==> src/design/gcss_pkg.sv <==
// Package: constants, register map, field layouts and carriers of the calibration/security store
package gcss_pkg;
   localparam int unsigned CLK_HZ            = 20000000;
   localparam int unsigned IDLE_SHORT_S      = 5;
   localparam int unsigned CAL_RUN_S         = 16;
   localparam int unsigned IDLE_LONG_S       = 20;
   localparam int unsigned IDLE_SHORT_CYC    = IDLE_SHORT_S * CLK_HZ;
   localparam int unsigned CAL_RUN_CYC       = CAL_RUN_S * CLK_HZ;
   localparam int unsigned IDLE_LONG_CYC     = IDLE_LONG_S * CLK_HZ;
   localparam logic [15:0] DEADBAND_MA_RST   = 16'h0005;
   localparam logic [15:0] SLEEP_MA_RST      = 16'h000a;
   localparam logic [31:0] UNSEAL_CODE_RST   = 32'h36720414;
   localparam logic [31:0] FULL_CODE_RST     = 32'h0fffffff;
   localparam logic [15:0] GAIN_UNITY        = 16'h4000;
   localparam int unsigned GAIN_FRAC         = 14;
   localparam logic [11:0] A_CTRL            = 12'h000;
   localparam logic [11:0] A_STATUS          = 12'h004;
   localparam logic [11:0] A_CUR_GAIN        = 12'h008;
   localparam logic [11:0] A_CHG_GAIN        = 12'h00c;
   localparam logic [11:0] A_CNT_OFS         = 12'h010;
   localparam logic [11:0] A_BRD_OFS         = 12'h014;
   localparam logic [11:0] A_INT_TOFS        = 12'h018;
   localparam logic [11:0] A_EXT_TOFS        = 12'h01c;
   localparam logic [11:0] A_VOFS            = 12'h020;
   localparam logic [11:0] A_DEADBAND        = 12'h024;
   localparam logic [11:0] A_UNSEAL_CODE     = 12'h028;
   localparam logic [11:0] A_FULL_CODE       = 12'h02c;
   localparam logic [11:0] A_KEY             = 12'h030;
   localparam logic [11:0] A_CAL_CMD         = 12'h034;
   localparam logic [11:0] A_CAL_VAL         = 12'h038;
   localparam logic [11:0] A_SLEEP_MA        = 12'h03c;
   // Control register bits
   localparam int unsigned CTRL_CALMODE      = 0;
   localparam int unsigned CTRL_EXT_TEMP     = 1;
   localparam int unsigned CTRL_SEAL         = 2;
   // Calibration command codes written to the command register, then the sense-short length in cycles of a commanded counter offset
   localparam logic [3:0]  CMD_CUR_GAIN      = 4'h1;
   localparam logic [3:0]  CMD_CHG_GAIN      = 4'h2;
   localparam logic [3:0]  CMD_CNT_OFS       = 4'h3;
   localparam logic [3:0]  CMD_INT_TEMP      = 4'h4;
   localparam logic [3:0]  CMD_EXT_TEMP      = 4'h5;
   localparam logic [3:0]  CMD_VOLT          = 4'h6;
   localparam logic [3:0]  CMD_BOARD         = 4'h7;
   localparam logic [2:0]  SHORT_CAL_CYC     = 3'h7;

   typedef enum logic [1:0] {GCSS_SEALED, GCSS_UNSEALED, GCSS_FULL} gcss_mode_e;

   typedef struct packed {
      logic signed [15:0] current_ma;
      logic signed [15:0] charge_delta;
      logic signed [15:0] counter_raw;
      logic signed [15:0] temp_int;
      logic signed [15:0] temp_ext;
      logic signed [15:0] volt_raw;
   } gcss_meas_s;

   typedef struct packed {
      logic signed [15:0] mean_current_ma;
      logic signed [15:0] charge_scaled;
      logic signed [15:0] counter_corr;
      logic signed [15:0] temperature;
      logic signed [15:0] cell_voltage;
   } gcss_rpt_s;
endpackage

==> src/design/gcss_apply.sv <==
// Applies gain, offset and deadband corrections to raw measurements
`timescale 1ns/10ps
module gcss_apply (
   input  wire gcss_pkg::gcss_meas_s   meas,
   input  wire logic [15:0]            cur_gain,
   input  wire logic [15:0]            chg_gain,
   input  wire logic signed [15:0]     cnt_ofs,
   input  wire logic signed [15:0]     brd_ofs,
   input  wire logic signed [15:0]     int_tofs,
   input  wire logic signed [15:0]     ext_tofs,
   input  wire logic signed [15:0]     vofs,
   input  wire logic [15:0]            deadband,
   input  wire logic                   ext_temp,
   output gcss_pkg::gcss_rpt_s         rpt
);
   function automatic logic signed [15:0] scale(input logic signed [15:0] v,
                                                input logic [15:0] g);
      logic signed [32:0] p;
      p     = v * $signed({1'b0, g});
      scale = 16'(p >>> gcss_pkg::GAIN_FRAC);
   endfunction

   logic signed [15:0] cur_s;
   logic signed [16:0] dbs;
   always_comb begin
      cur_s = scale(meas.current_ma, cur_gain);
      dbs   = $signed({1'b0, deadband});
      rpt.mean_current_ma = (17'(cur_s) < dbs && 17'(cur_s) > -dbs) ? 16'sh0 : cur_s;
      rpt.charge_scaled   = scale(meas.charge_delta, chg_gain);
      rpt.counter_corr    = meas.counter_raw - cnt_ofs - brd_ofs;
      rpt.temperature     = ext_temp ? meas.temp_ext + ext_tofs
                                     : meas.temp_int + int_tofs;
      rpt.cell_voltage    = meas.volt_raw + vofs;
   end
endmodule // gcss_apply

==> src/design/gcss_idle_cal.sv <==
// Bus-idle timers and the automatic counter offset calibration sequencer
`timescale 1ns/10ps
module gcss_idle_cal #(
   parameter int unsigned IDLE_SHORT = gcss_pkg::IDLE_SHORT_CYC,
   parameter int unsigned IDLE_LONG  = gcss_pkg::IDLE_LONG_CYC,
   parameter int unsigned CAL_RUN    = gcss_pkg::CAL_RUN_CYC
) (
   input  wire logic               clk,
   input  wire logic               rst,
   input  wire logic               bus_low,
   input  wire logic               below_sleep,
   input  wire logic               cal_mode,
   input  wire logic signed [15:0] counter_raw,
   output logic                    running,
   output logic                    done,
   output logic signed [15:0]      result,
   output logic                    long_done
);
   typedef enum logic [1:0] {S_IDLE, S_RUN, S_DONE} gcss_acal_e;
   gcss_acal_e         st_q, st_d;
   logic [31:0]        idle_q, idle_d, run_q, run_d;
   logic signed [47:0] acc_q, acc_d;
   logic               long_q, long_d;
   logic               long_cal_q, long_cal_d;

   always_comb begin
      st_d       = st_q;
      idle_d     = bus_low ? ((idle_q == 32'hffffffff) ? idle_q : idle_q + 32'h1) : 32'h0;
      run_d      = run_q;
      acc_d      = acc_q;
      long_d     = long_q;
      long_cal_d = long_cal_q;
      case (st_q)
         S_IDLE: begin
            run_d = 32'h0;
            acc_d = '0;
            if (!cal_mode && bus_low) begin
               if (!long_q && idle_q >= IDLE_LONG) begin
                  st_d       = S_RUN;
                  long_cal_d = 1'b1;
               end else if (idle_q >= IDLE_SHORT && below_sleep) begin
                  st_d       = S_RUN;
                  long_cal_d = 1'b0;
               end
            end
         end
         S_RUN: begin
            run_d = run_q + 32'h1;
            acc_d = acc_q + 48'(counter_raw);
            if (!bus_low) begin
               st_d = S_IDLE;
            end else if (run_q == CAL_RUN - 1) begin
               st_d = S_DONE;
            end
         end
         S_DONE: begin
            if (long_cal_q) begin
               long_d = 1'b1;
            end
            if (!bus_low) begin
               st_d = S_IDLE;
            end
         end
         default: st_d = S_IDLE;
      endcase
   end

   always_ff @(posedge clk or posedge rst) begin
      if (rst) begin
         st_q       <= S_IDLE;
         idle_q     <= 32'h0;
         run_q      <= 32'h0;
         acc_q      <= '0;
         long_q     <= 1'b0;
         long_cal_q <= 1'b0;
      end else begin
         st_q       <= st_d;
         idle_q     <= idle_d;
         run_q      <= run_d;
         acc_q      <= acc_d;
         long_q     <= long_d;
         long_cal_q <= long_cal_d;
      end
   end

   assign running   = (st_q == S_RUN);
   assign done      = (st_q == S_RUN) && bus_low && (run_q == CAL_RUN - 1);
   // Mean over the run; division by a constant keeps it a single cycle
   // Signed divisor keeps a negative mean from turning into a huge unsigned quotient
   assign result    = 16'(acc_d / $signed(48'(CAL_RUN)));
   assign long_done = long_q;
endmodule // gcss_idle_cal

==> src/design/gcss_store.sv <==
// Top: calibration constants, access codes and APB register file
// Function
// - Start auto offset calibration after bus low over 5 s and low current.
// - Auto calibration runs about 16 s before replacing counter offset.
// - First bus-low period over 20 s runs the accurate calibration unless a 5 s run started first.
// - Sense inputs are shorted during any counter offset calibration.
// - Mean current inside plus/minus deadband (default 5 mA) reads zero.
// - Mean current scaled by current gain, charge by charge gain.
// - Counter corrected by internal offset and per-board offset.
// - Temperature gets internal or thermistor offset, no gain.
// - Cell voltage gets stored voltage offset from voltage calibration.
// - Unseal code (default 0x36720414) moves unseal_code.
// - Full-access code (default 0xFFFFFFF) moves full_access_code.
`timescale 1ns/10ps
module gcss_store #(
   parameter int unsigned IDLE_SHORT = gcss_pkg::IDLE_SHORT_CYC,
   parameter int unsigned IDLE_LONG  = gcss_pkg::IDLE_LONG_CYC,
   parameter int unsigned CAL_RUN    = gcss_pkg::CAL_RUN_CYC
) (
   input  wire logic                CLK_SYS,
   input  wire logic                RST,
   input  wire logic                PSEL,
   input  wire logic                PENABLE,
   input  wire logic                PWRITE,
   input  wire logic [11:0]         PADDR,
   input  wire logic [31:0]         PWDATA,
   output logic [31:0]              PRDATA,
   output logic                     PREADY,
   output logic                     PSLVERR,
   input  wire logic                BUS_CLK_IN,
   input  wire logic                BUS_DATA_IN,
   input  wire gcss_pkg::gcss_meas_s MEAS,
   output gcss_pkg::gcss_rpt_s      RPT,
   output logic                     SENSE_SHORT,
   output logic [1:0]               ACCESS_MODE
);
   // ************************************************************
   // State
   // ************************************************************
   logic [15:0]        cur_gain_q, cur_gain_d, chg_gain_q, chg_gain_d;
   logic signed [15:0] cnt_ofs_q, cnt_ofs_d, brd_ofs_q, brd_ofs_d;
   logic signed [15:0] int_tofs_q, int_tofs_d, ext_tofs_q, ext_tofs_d;
   logic signed [15:0] vofs_q, vofs_d;
   logic [15:0]        deadband_q, deadband_d, sleep_q, sleep_d;
   logic [31:0]        unseal_q, unseal_d, full_q, full_d, cal_val_q, cal_val_d;
   logic               calmode_q, calmode_d, ext_temp_q, ext_temp_d;
   gcss_pkg::gcss_mode_e mode_q, mode_d;
   logic [2:0]         sc_cnt_q, sc_cnt_d;
   logic [31:0]        prdata_q, prdata_d;
   logic               pready_q, pready_d, pslverr_q, pslverr_d;
   logic               short_q, short_d;
   gcss_pkg::gcss_rpt_s rpt_q, rpt_c;

   logic               acal_run, acal_done, long_done;
   logic signed [15:0] acal_res;
   logic               below_sleep;
   logic               bus_low;
   logic               wr, rd;

   assign bus_low = !BUS_CLK_IN && !BUS_DATA_IN;
   assign below_sleep = $signed(rpt_q.mean_current_ma) < $signed({1'b0, sleep_q});
   // PREADY is registered, so reads are looked up one cycle early; writes land
   // only on the edge that samples PREADY high, as the master expects
   assign wr = PSEL && PENABLE && PWRITE && pready_q;
   assign rd = PSEL && PENABLE && !PWRITE && !pready_q;

   // ************************************************************
   // Submodules
   // ************************************************************
   gcss_idle_cal #(
      .IDLE_SHORT (IDLE_SHORT),
      .IDLE_LONG  (IDLE_LONG),
      .CAL_RUN    (CAL_RUN)
   ) u_idle (
      .clk         (CLK_SYS),
      .rst         (RST),
      .bus_low     (bus_low),
      .below_sleep (below_sleep),
      .cal_mode    (calmode_q),
      .counter_raw (MEAS.counter_raw),
      .running     (acal_run),
      .done        (acal_done),
      .result      (acal_res),
      .long_done   (long_done)
   );

   gcss_apply u_apply (
      .meas     (MEAS),
      .cur_gain (cur_gain_q),
      .chg_gain (chg_gain_q),
      .cnt_ofs  (cnt_ofs_q),
      .brd_ofs  (brd_ofs_q),
      .int_tofs (int_tofs_q),
      .ext_tofs (ext_tofs_q),
      .vofs     (vofs_q),
      .deadband (deadband_q),
      .ext_temp (ext_temp_q),
      .rpt      (rpt_c)
   );

   function automatic logic [31:0] rd_mux(input logic [11:0] a);
      case (a)
         gcss_pkg::A_CTRL:        rd_mux = {29'h0, mode_q == gcss_pkg::GCSS_SEALED,
                                            ext_temp_q, calmode_q};
         gcss_pkg::A_STATUS:      rd_mux = {27'h0, long_done, short_q, acal_run, mode_q};
         gcss_pkg::A_CUR_GAIN:    rd_mux = {16'h0, cur_gain_q};
         gcss_pkg::A_CHG_GAIN:    rd_mux = {16'h0, chg_gain_q};
         gcss_pkg::A_CNT_OFS:     rd_mux = {16'h0, cnt_ofs_q};
         gcss_pkg::A_BRD_OFS:     rd_mux = {16'h0, brd_ofs_q};
         gcss_pkg::A_INT_TOFS:    rd_mux = {16'h0, int_tofs_q};
         gcss_pkg::A_EXT_TOFS:    rd_mux = {16'h0, ext_tofs_q};
         gcss_pkg::A_VOFS:        rd_mux = {16'h0, vofs_q};
         gcss_pkg::A_DEADBAND:    rd_mux = {16'h0, deadband_q};
         // Codes are hidden unless full access
         gcss_pkg::A_UNSEAL_CODE: rd_mux = (mode_q == gcss_pkg::GCSS_FULL) ? unseal_q : 32'h0;
         gcss_pkg::A_FULL_CODE:   rd_mux = (mode_q == gcss_pkg::GCSS_FULL) ? full_q : 32'h0;
         gcss_pkg::A_CAL_VAL:     rd_mux = cal_val_q;
         gcss_pkg::A_SLEEP_MA:    rd_mux = {16'h0, sleep_q};
         default:                 rd_mux = 32'h0;
      endcase
   endfunction

   function automatic logic mapped(input logic [11:0] a);
      mapped = (a[1:0] == 2'b00) && (a <= gcss_pkg::A_SLEEP_MA);
   endfunction

   // ************************************************************
   // Register file, calibration commands and access modes
   // ************************************************************
   always_comb begin
      cur_gain_d = cur_gain_q;
      chg_gain_d = chg_gain_q;
      cnt_ofs_d  = cnt_ofs_q;
      brd_ofs_d  = brd_ofs_q;
      int_tofs_d = int_tofs_q;
      ext_tofs_d = ext_tofs_q;
      vofs_d     = vofs_q;
      deadband_d = deadband_q;
      sleep_d    = sleep_q;
      unseal_d   = unseal_q;
      full_d     = full_q;
      cal_val_d  = cal_val_q;
      calmode_d  = calmode_q;
      ext_temp_d = ext_temp_q;
      mode_d     = mode_q;
      sc_cnt_d   = (sc_cnt_q != 3'h0) ? sc_cnt_q - 3'h1 : 3'h0;
      prdata_d   = prdata_q;
      pready_d   = PSEL && PENABLE && !pready_q;
      pslverr_d  = PSEL && PENABLE && !pready_q && !mapped(PADDR);
      if (acal_done) begin
         cnt_ofs_d = acal_res;
      end
      if (rd) begin
         prdata_d  = rd_mux(PADDR);
      end
      if (wr) begin
         case (PADDR)
            gcss_pkg::A_CTRL: begin
               if (mode_q != gcss_pkg::GCSS_SEALED) begin
                  calmode_d  = PWDATA[gcss_pkg::CTRL_CALMODE];
                  ext_temp_d = PWDATA[gcss_pkg::CTRL_EXT_TEMP];
                  if (PWDATA[gcss_pkg::CTRL_SEAL]) begin
                     mode_d    = gcss_pkg::GCSS_SEALED;
                     calmode_d = 1'b0;
                  end
               end
            end
            gcss_pkg::A_DEADBAND: if (mode_q != gcss_pkg::GCSS_SEALED) deadband_d = PWDATA[15:0];
            gcss_pkg::A_SLEEP_MA: if (mode_q != gcss_pkg::GCSS_SEALED) sleep_d = PWDATA[15:0];
            gcss_pkg::A_UNSEAL_CODE: if (mode_q == gcss_pkg::GCSS_FULL) unseal_d = PWDATA;
            gcss_pkg::A_FULL_CODE:   if (mode_q == gcss_pkg::GCSS_FULL) full_d = PWDATA;
            gcss_pkg::A_CAL_VAL: cal_val_d = PWDATA;
            gcss_pkg::A_KEY: begin
               if (mode_q == gcss_pkg::GCSS_SEALED && PWDATA == unseal_q) begin
                  mode_d = gcss_pkg::GCSS_UNSEALED;
               end else if (mode_q == gcss_pkg::GCSS_UNSEALED && PWDATA == full_q) begin
                  mode_d = gcss_pkg::GCSS_FULL;
               end
            end
            gcss_pkg::A_CAL_CMD: begin
               // Commands move constants only in calibration mode; auto calibration also sets the counter offset
               if (calmode_q) begin
                  case (PWDATA[3:0])
                     gcss_pkg::CMD_CUR_GAIN: cur_gain_d = cal_val_q[15:0];
                     gcss_pkg::CMD_CHG_GAIN: chg_gain_d = cal_val_q[15:0];
                     gcss_pkg::CMD_CNT_OFS: begin
                        cnt_ofs_d = MEAS.counter_raw;
                        sc_cnt_d  = gcss_pkg::SHORT_CAL_CYC;
                     end
                     gcss_pkg::CMD_INT_TEMP: int_tofs_d = cal_val_q[15:0];
                     gcss_pkg::CMD_EXT_TEMP: ext_tofs_d = cal_val_q[15:0];
                     gcss_pkg::CMD_VOLT:     vofs_d = cal_val_q[15:0];
                     gcss_pkg::CMD_BOARD:    brd_ofs_d = cal_val_q[15:0];
                     default: ;
                  endcase
               end
            end
            default: ;
         endcase
      end
      short_d = acal_run || (sc_cnt_d != 3'h0);
   end

   always_ff @(posedge CLK_SYS or posedge RST) begin
      if (RST) begin
         cur_gain_q <= gcss_pkg::GAIN_UNITY;
         chg_gain_q <= gcss_pkg::GAIN_UNITY;
         cnt_ofs_q  <= 16'sh0;
         brd_ofs_q  <= 16'sh0;
         int_tofs_q <= 16'sh0;
         ext_tofs_q <= 16'sh0;
         vofs_q     <= 16'sh0;
         deadband_q <= gcss_pkg::DEADBAND_MA_RST;
         sleep_q    <= gcss_pkg::SLEEP_MA_RST;
         unseal_q   <= gcss_pkg::UNSEAL_CODE_RST;
         full_q     <= gcss_pkg::FULL_CODE_RST;
         cal_val_q  <= 32'h0;
         calmode_q  <= 1'b0;
         ext_temp_q <= 1'b0;
         mode_q     <= gcss_pkg::GCSS_SEALED;
         sc_cnt_q   <= 3'h0;
         prdata_q   <= 32'h0;
         pready_q   <= 1'b0;
         pslverr_q  <= 1'b0;
         short_q    <= 1'b0;
         rpt_q      <= '0;
      end else begin
         cur_gain_q <= cur_gain_d;
         chg_gain_q <= chg_gain_d;
         cnt_ofs_q  <= cnt_ofs_d;
         brd_ofs_q  <= brd_ofs_d;
         int_tofs_q <= int_tofs_d;
         ext_tofs_q <= ext_tofs_d;
         vofs_q     <= vofs_d;
         deadband_q <= deadband_d;
         sleep_q    <= sleep_d;
         unseal_q   <= unseal_d;
         full_q     <= full_d;
         cal_val_q  <= cal_val_d;
         calmode_q  <= calmode_d;
         ext_temp_q <= ext_temp_d;
         mode_q     <= mode_d;
         sc_cnt_q   <= sc_cnt_d;
         prdata_q   <= prdata_d;
         pready_q   <= pready_d;
         pslverr_q  <= pslverr_d;
         short_q    <= short_d;
         rpt_q      <= rpt_c;
      end
   end

   assign PRDATA      = prdata_q;
   assign PREADY      = pready_q;
   assign PSLVERR     = pslverr_q;
   assign RPT         = rpt_q;
   assign SENSE_SHORT = short_q;
   assign ACCESS_MODE = mode_q;
endmodule // gcss_store

==> config.mk <==
export PLATFORM = sky130hd
export DESIGN_NAME = gcss_store
export DESIGN_NICKNAME = d
export VERILOG_FILES = /design/src/design/gcss_pkg.sv /design/src/design/gcss_apply.sv /design/src/design/gcss_idle_cal.sv /design/src/design/gcss_store.sv
export SDC_FILE = /design/constraint.sdc
export NUM_CORES = 2
export LEC_CHECK = 0
export BUFFER_PORTS_ARGS = -buffer_cell sky130_fd_sc_hd__buf_2
export CAP_MARGIN = 40
export CORE_ASPECT_RATIO = 1.75
export CORE_MARGIN = 1
export CORE_UTILIZATION = 50
export DETAILED_ROUTE_END_ITERATION = 12
export HOLD_SLACK_MARGIN = 0.03
export PLACE_DENSITY = 0.67
export SYNTH_ARGS = -nofsm -noshare
export SYNTH_HDL_FRONTEND = slang
export SYNTH_SLANG_ARGS = --single-unit
==> constraint.sdc <==
create_clock -name CLK_SYS -period 39.2 [get_ports CLK_SYS]
set_clock_uncertainty 0.05 [all_clocks]
set_input_delay 0 -clock CLK_SYS [delete_from_list [all_inputs] [get_ports CLK_SYS]]
set_output_delay 0 -clock CLK_SYS [all_outputs]
set_load 0.005 [all_outputs]
* Word-level counts from Yosys, hierarchy flattened
Cells that the tools add are included.
Word-level totals: input port bits 147, output and inout bits 117, word-level logic and storage cells 173, bits in registers 478
Operators by class: multiply operators 2, add/subtract/negate cells 10, multiplexer cells 34, $lt $le $gt $ge 6, div/mod/pow operators 1, equality and inequality tests 38, reductions and logical operators 51
Operators by type and width (number):
- $pmux W32 S14 | 1
- $mux W32 | 4
- $mux W16 | 7
- $eq A12 B6 Y1 const B | 8
- $pmux W48 S2 | 1
- $add A32 B1 Y32 const B | 2
- $eq A32 B32 Y1 | 2
- $pmux W32 S2 | 1
- $mul A16 B17 Y30 | 2
- $add A16 B16 Y16 | 3
- $add A48 B16 Y48 | 1
- $div A48 B30 Y48 const B | 1
- $eq A12 B5 Y1 const B | 4
- $lt A16 B17 Y1 | 2
- $eq A32 B29 Y1 const B | 1
- $eq A32 B32 Y1 const B | 1
- $ge A32 B27 Y1 const B | 1
- $ge A32 B29 Y1 const B | 1
- $sub A16 B16 Y16 | 2
- $reduce_and A4 Y1 | 7
- $eq A12 B4 Y1 const B | 2
- $mux W2 | 10
- $reduce_and A3 Y1 | 6
- $gt A16 B17 Y1 | 1
- 26 further kinds | 71

* Longest topological paths before layout
depth after elaboration 9, depth in mapped cells 137, gate-level depth less buffers 106

* Modules after synthesis
From an unflattened synthesis, not the netlist that was laid out.
Unflattened totals: cells, all modules 7509, area total of the unflattened synthesis 63826.2 µm²
Modules (own cells, without submodules):
- gcss_idle_cal | times used 1, area each 27068.5 µm², cells an instance 3758, sequential area each 2902.8 µm²
- gcss_apply | times used 1, area each 20495.9 µm², cells an instance 2434, sequential area each 0.0 µm²
- gcss_store | times used 1, area each 16261.8 µm², cells an instance 1317, sequential area each 9115.0 µm²

* Least setup slack after synthesis
OpenSTA, ideal clock, no wires.
path kind register -> register, from register u_idle.st_q[1], to register cnt_ofs_q[14], arrival 27434 ps, setup slack 11590 ps, stages on the path, launching flop included 123, required time 39024 ps, buffers on the path 23, clock period less this slack 27610 ps, library setup time 126 ps, cell sequence dfrtp_1 -> clkbuf_1 -> clkbuf_1 -> clkbuf_1 -> buf_1 -> clkbuf_1 -> buf_1 -> buf_1 -> clkbuf_1 -> clkbuf_1 -> o21a_1 -> ha_1 -> inv_1 -> nor3_1 -> nand3_1 -> nor2_1 -> nand3_1 -> or3_1 -> [87 not listed] -> a21oi_1 -> o211ai_2 -> a21oi_1 -> or3_1 -> and4_1 -> nor4_1 -> o21ai_1 -> a2111o_1 -> a21oi_1 -> a21oi_1 -> nand2_1 -> ha_1 -> nand3_1 -> o21ai_0 -> xnor2_1 -> nor2_1 -> a21oi_1 -> a21oi_1
Between the ends: longest elaborated chain between the ends 8, elaborated cells on any way between the ends 11, classes of those cells 1 x div; 1 x eq/ne; 6 x mux; 3 x reduce/logical
RTL lines:
- from (decl) | RTL line gcss_idle_cal.sv:20 | gcss_acal_e st_q, st_d;
- from (signal assigned) | RTL line gcss_idle_cal.sv:77 | st_q <= st_d;
- $eq A2 B1 Y1 / $logic_not A2 Y1 (equally long branches) | RTL line gcss_idle_cal.sv:33, gcss_idle_cal.sv:87
- $pmux W48 S2 / $logic_and A1 B1 Y1 (equally long branches) | RTL line gcss_idle_cal.sv:33, gcss_idle_cal.sv:87
- $div A48 B30 Y48 / $logic_and A1 B1 Y1 (equally long branches) | RTL line gcss_idle_cal.sv:90, gcss_idle_cal.sv:87
- $mux W16 (*) | RTL line gcss_store.sv:150 | if (acal_done) begin
- $mux W16 | RTL line gcss_store.sv:183 | case (PWDATA[3:0])
- $mux W16 | RTL line gcss_store.sv:182 | if (calmode_q) begin
- $mux W16 | RTL line gcss_store.sv:157 | case (PADDR)
- $mux W16 (*) | RTL line gcss_store.sv:156 | if (wr) begin
- named net cnt_ofs_d[14] | RTL line gcss_store.sv:41 | logic signed [15:0] cnt_ofs_q, cnt_ofs_d, brd_ofs_q, brd_ofs_d;
- to (signal assigned) | RTL line gcss_store.sv:230 | cnt_ofs_q <= cnt_ofs_d;
- to (decl) | RTL line gcss_store.sv:41
The timed path passes the listed nets; every way through them passes the cells marked *. A chain may end at the register's enable or synchronous reset.

* Final worst setup path
from register u_idle.st_q[1], to register cnt_ofs_q[2]
The elaborated chain is that of the path after synthesis.

==> results.tsv <==
metric	value	unit
port_buffers	263	
wl	209000	um
cp_slowest_stage_delay	0.78	ns
grt_use_met3	4.49	%
worst_setup_path_end_kind	flip-flop	
setup_viol_count_final	0	
regArea	12000	um2
busiest_layer	met2	
post-cts-setup-buffers	0	
clockBufferDepth	3	
fin_util	55.6	%
antenna_found_initial	16	
cap_violations	0	
crit_required	39.67	ns
grt_max_degree	103	
root_buffer	clkbuf_16	
timing.critical_path.slowest_stage_cell	o31ai_2	
routed_via_density	6.23	
setup_tns	0	ns
area_delta_synth_final	10.2	%
clock-sinks	478	
ys_seq_area_share	20.1	%
multiInputGateArea	43900	um2
die_h	459	um
rsz0062_at_grt	false	
final_nets	8253	
cts_tree	yes	
p_leak	30.2	nW
clk_pin_slew	0.07	ns
cts.htree.levels	2	
place.gp.congestion	1.03	
synth_async_sr_flop_share	100	%
syn-num-nets	8016	
placed_cell_area	62500	um2
dieArea	121000	um2
vias	55519	
grt-ovfl-total	0	
fmax	0.0279	GHz
fin_ws	3.31	ns
outcome	finished, final reports clean	
post-place-ws	4.42	ns
irDropWorstVdd	0.0000334	V
yosysMostFrequentCell	nand2_1	
synth_top_area_share	18.2	%
relSlewSlack	34.1	%
crit_path_max_fanout	66	
initial_core_util	50.5	%
synth_edf_count	0	
track_usage	34.2	%
crit_top_cell	xnor2_1	
yosys_warnings	0	
syn_inst	7099	
ys_top_cells_by_count	nand2_1 (749), inv_1 (649), nor2_1 (466)	
synth_area	59700	um2
fillers	10884	
drive_above_1_share	11.8	%
cts.repair.resized	0	
clkLatencyLatePin	0.65	ns
rows	167	
cp.arrival	36.36	ns
yosys.cell_types.count	141	
hold_class	in2reg	
cts_buffers	51	
critical_path_class	reg2reg	
core_area	118000	um2
powerDensity	18.2	nW/um2
stdcell_area	65800	um2
drt_iter0_drc	4238	
fin_crit	35.89	ns
syn_area_per_cell	8.41	um2
hold_buffers	132	
period_share	91.6	%
grt_first_pass_wirelength	322000	um
ys.flop_type	dfrtp_1	
grt_util_met2	63.0	%
drtPass1Iterations	8	
met1_usage	35.9	%
post-dp-hpwl	165000	um
io_pins	264	
finalMaxSlewViolations	0	
wire_per_inst	23.5	um
grt_pass1_vias	56455	
finalHoldViolCount	0	
drc_errors	0	
worst_slew_pin_slew	0.988	ns
fp.dieW	263	um
ys_seq_elements	478	
synth_area_leaders	dfrtp_1 (18%), fa_1 (14%), ha_1 (7.7%), nand2_1 (4.7%), xnor2_1 (4.6%)	
worstSetupStartpointType	flip-flop	
synth_top_area_cell	dfrtp_1	
postRouteAntennaNets	0	
through the flow:
step / std cells / hold slack (ns) / power, mW
finish: 8908 / 0.0773 / 1.20
global route: 8906 / 0.127 / 1.23
CTS: 8896 / 0.0462 / 1.20
detailed placement: 8669 / 0.129 / 0.630
global placement: 8647 / 0.120 / 0.627
floorplan: 7099 / 0.0371 / 0.577
report_power, final:
part,switching (mW),internal [mW],total [mW]
combinational,0.0811,0.0479,0.129
sequential,0.00443,0.501,0.505
clock,0.227,0.338,0.565
worst max-delay path, delay by kind of cell, from the launching register on:
kind	cells	cell delay, ns
DFF	1	0.35
xor gates and xnor gates	10	3.88
and+or+nand+nor	30	9.96
AOI/OAI and AO/OA	51	17.04
buffers and inverters	7	2.30
muxes	4	1.52
adders and majority gates	2	0.53
worst paths after layout:
path | slack (ns) | to | startpoint | depth (start not counted)
hold reg to reg | 0.43 | PRDATA[25] | PRDATA[25] | 2
max in group asynchronous | 36.61 | full_q[23] | RST | 8
min in group asynchronous | 0.59 | RPT[56] | RST | 4
setup reg to reg | 3.31 | cnt_ofs_q[2] | u_idle.st_q[1] | 104
setup / recovery | 3.31 | cnt_ofs_q[2] | u_idle.st_q[1] | 104
hold / removal | 0.08 | u_idle.idle_q[29] | BUS_CLK_IN | 3
flip-flops by register name, summed over array words and instances, names as in the netlist, 16 cells and up:
signal / cells
cur_gain_q: 16
chg_gain_q: 16
brd_ofs_q: 16
cal_val_q: 32
sleep_q: 16
PRDATA: 32
cnt_ofs_q: 16
u_idle.idle_q: 32
full_q: 32
unseal_q: 32
int_tofs_q: 16
deadband_q: 16
ext_tofs_q: 16
u_idle.run_q: 32
RPT: 80
vofs_q: 16
u_idle.acc_q: 48
kinds of logic (layout without fill, tap and decap cells):
logic type                 count (synthesis)  in the layout  share of synthesized area [%]
and+or+nand+nor                         2401           2401                           19.8
AOI/OAI and AO/OA                       1659           1659                           19.1
buffers and inverters                    972           1251                           6.37
adders and majority gates                782            782                           21.4
xor gates and xnor gates                 501            501                           7.48
DFF                                      478            478                           20.1
muxes                                    306            306                           5.64
other                                      0              9                              0
per-layer routing:
metal,wire length [um],vias to the layer above
met2,107000,2276
met4,16800,8
met3,12100,757
li1,-,25286
met1,72800,27192
met5,65,-
cells in the final DEF, fill, tap and decap left out, drive strengths merged, types with 30 or more instances in the layout:
cell,count
nand2,749
inv,659
nor2,469
dfrtp,433
o21ai,415
fa,405
a21oi,404
buf,366
ha,365
xnor2,318
and2,253
mux2,217
nand3,189
xor2,183
nor3,147
dlygate4sd3,132
nand2b,102
nand4,101
a22oi,90
mux2i,88
a21o,73
a211oi,71
and3,70
o21a,69
or3,68
clkbuf,67
o211ai,61
nor4,60
nor2b,52
dfstp,45
o21bai,44
or2,44
a31oi,40
o31ai,30
final cells by class:
type	count	share of cell area, %
clock buffers	67	2.23
clock inverters	28	0.694
inverters	657	3.76
well taps	1521	2.89
flip-flops and latches	478	18.3
diodes	9	0.0342
repair buffers	499	5.35
multi-input cells	5649	66.8
Power figures use the tool's default switching activity.
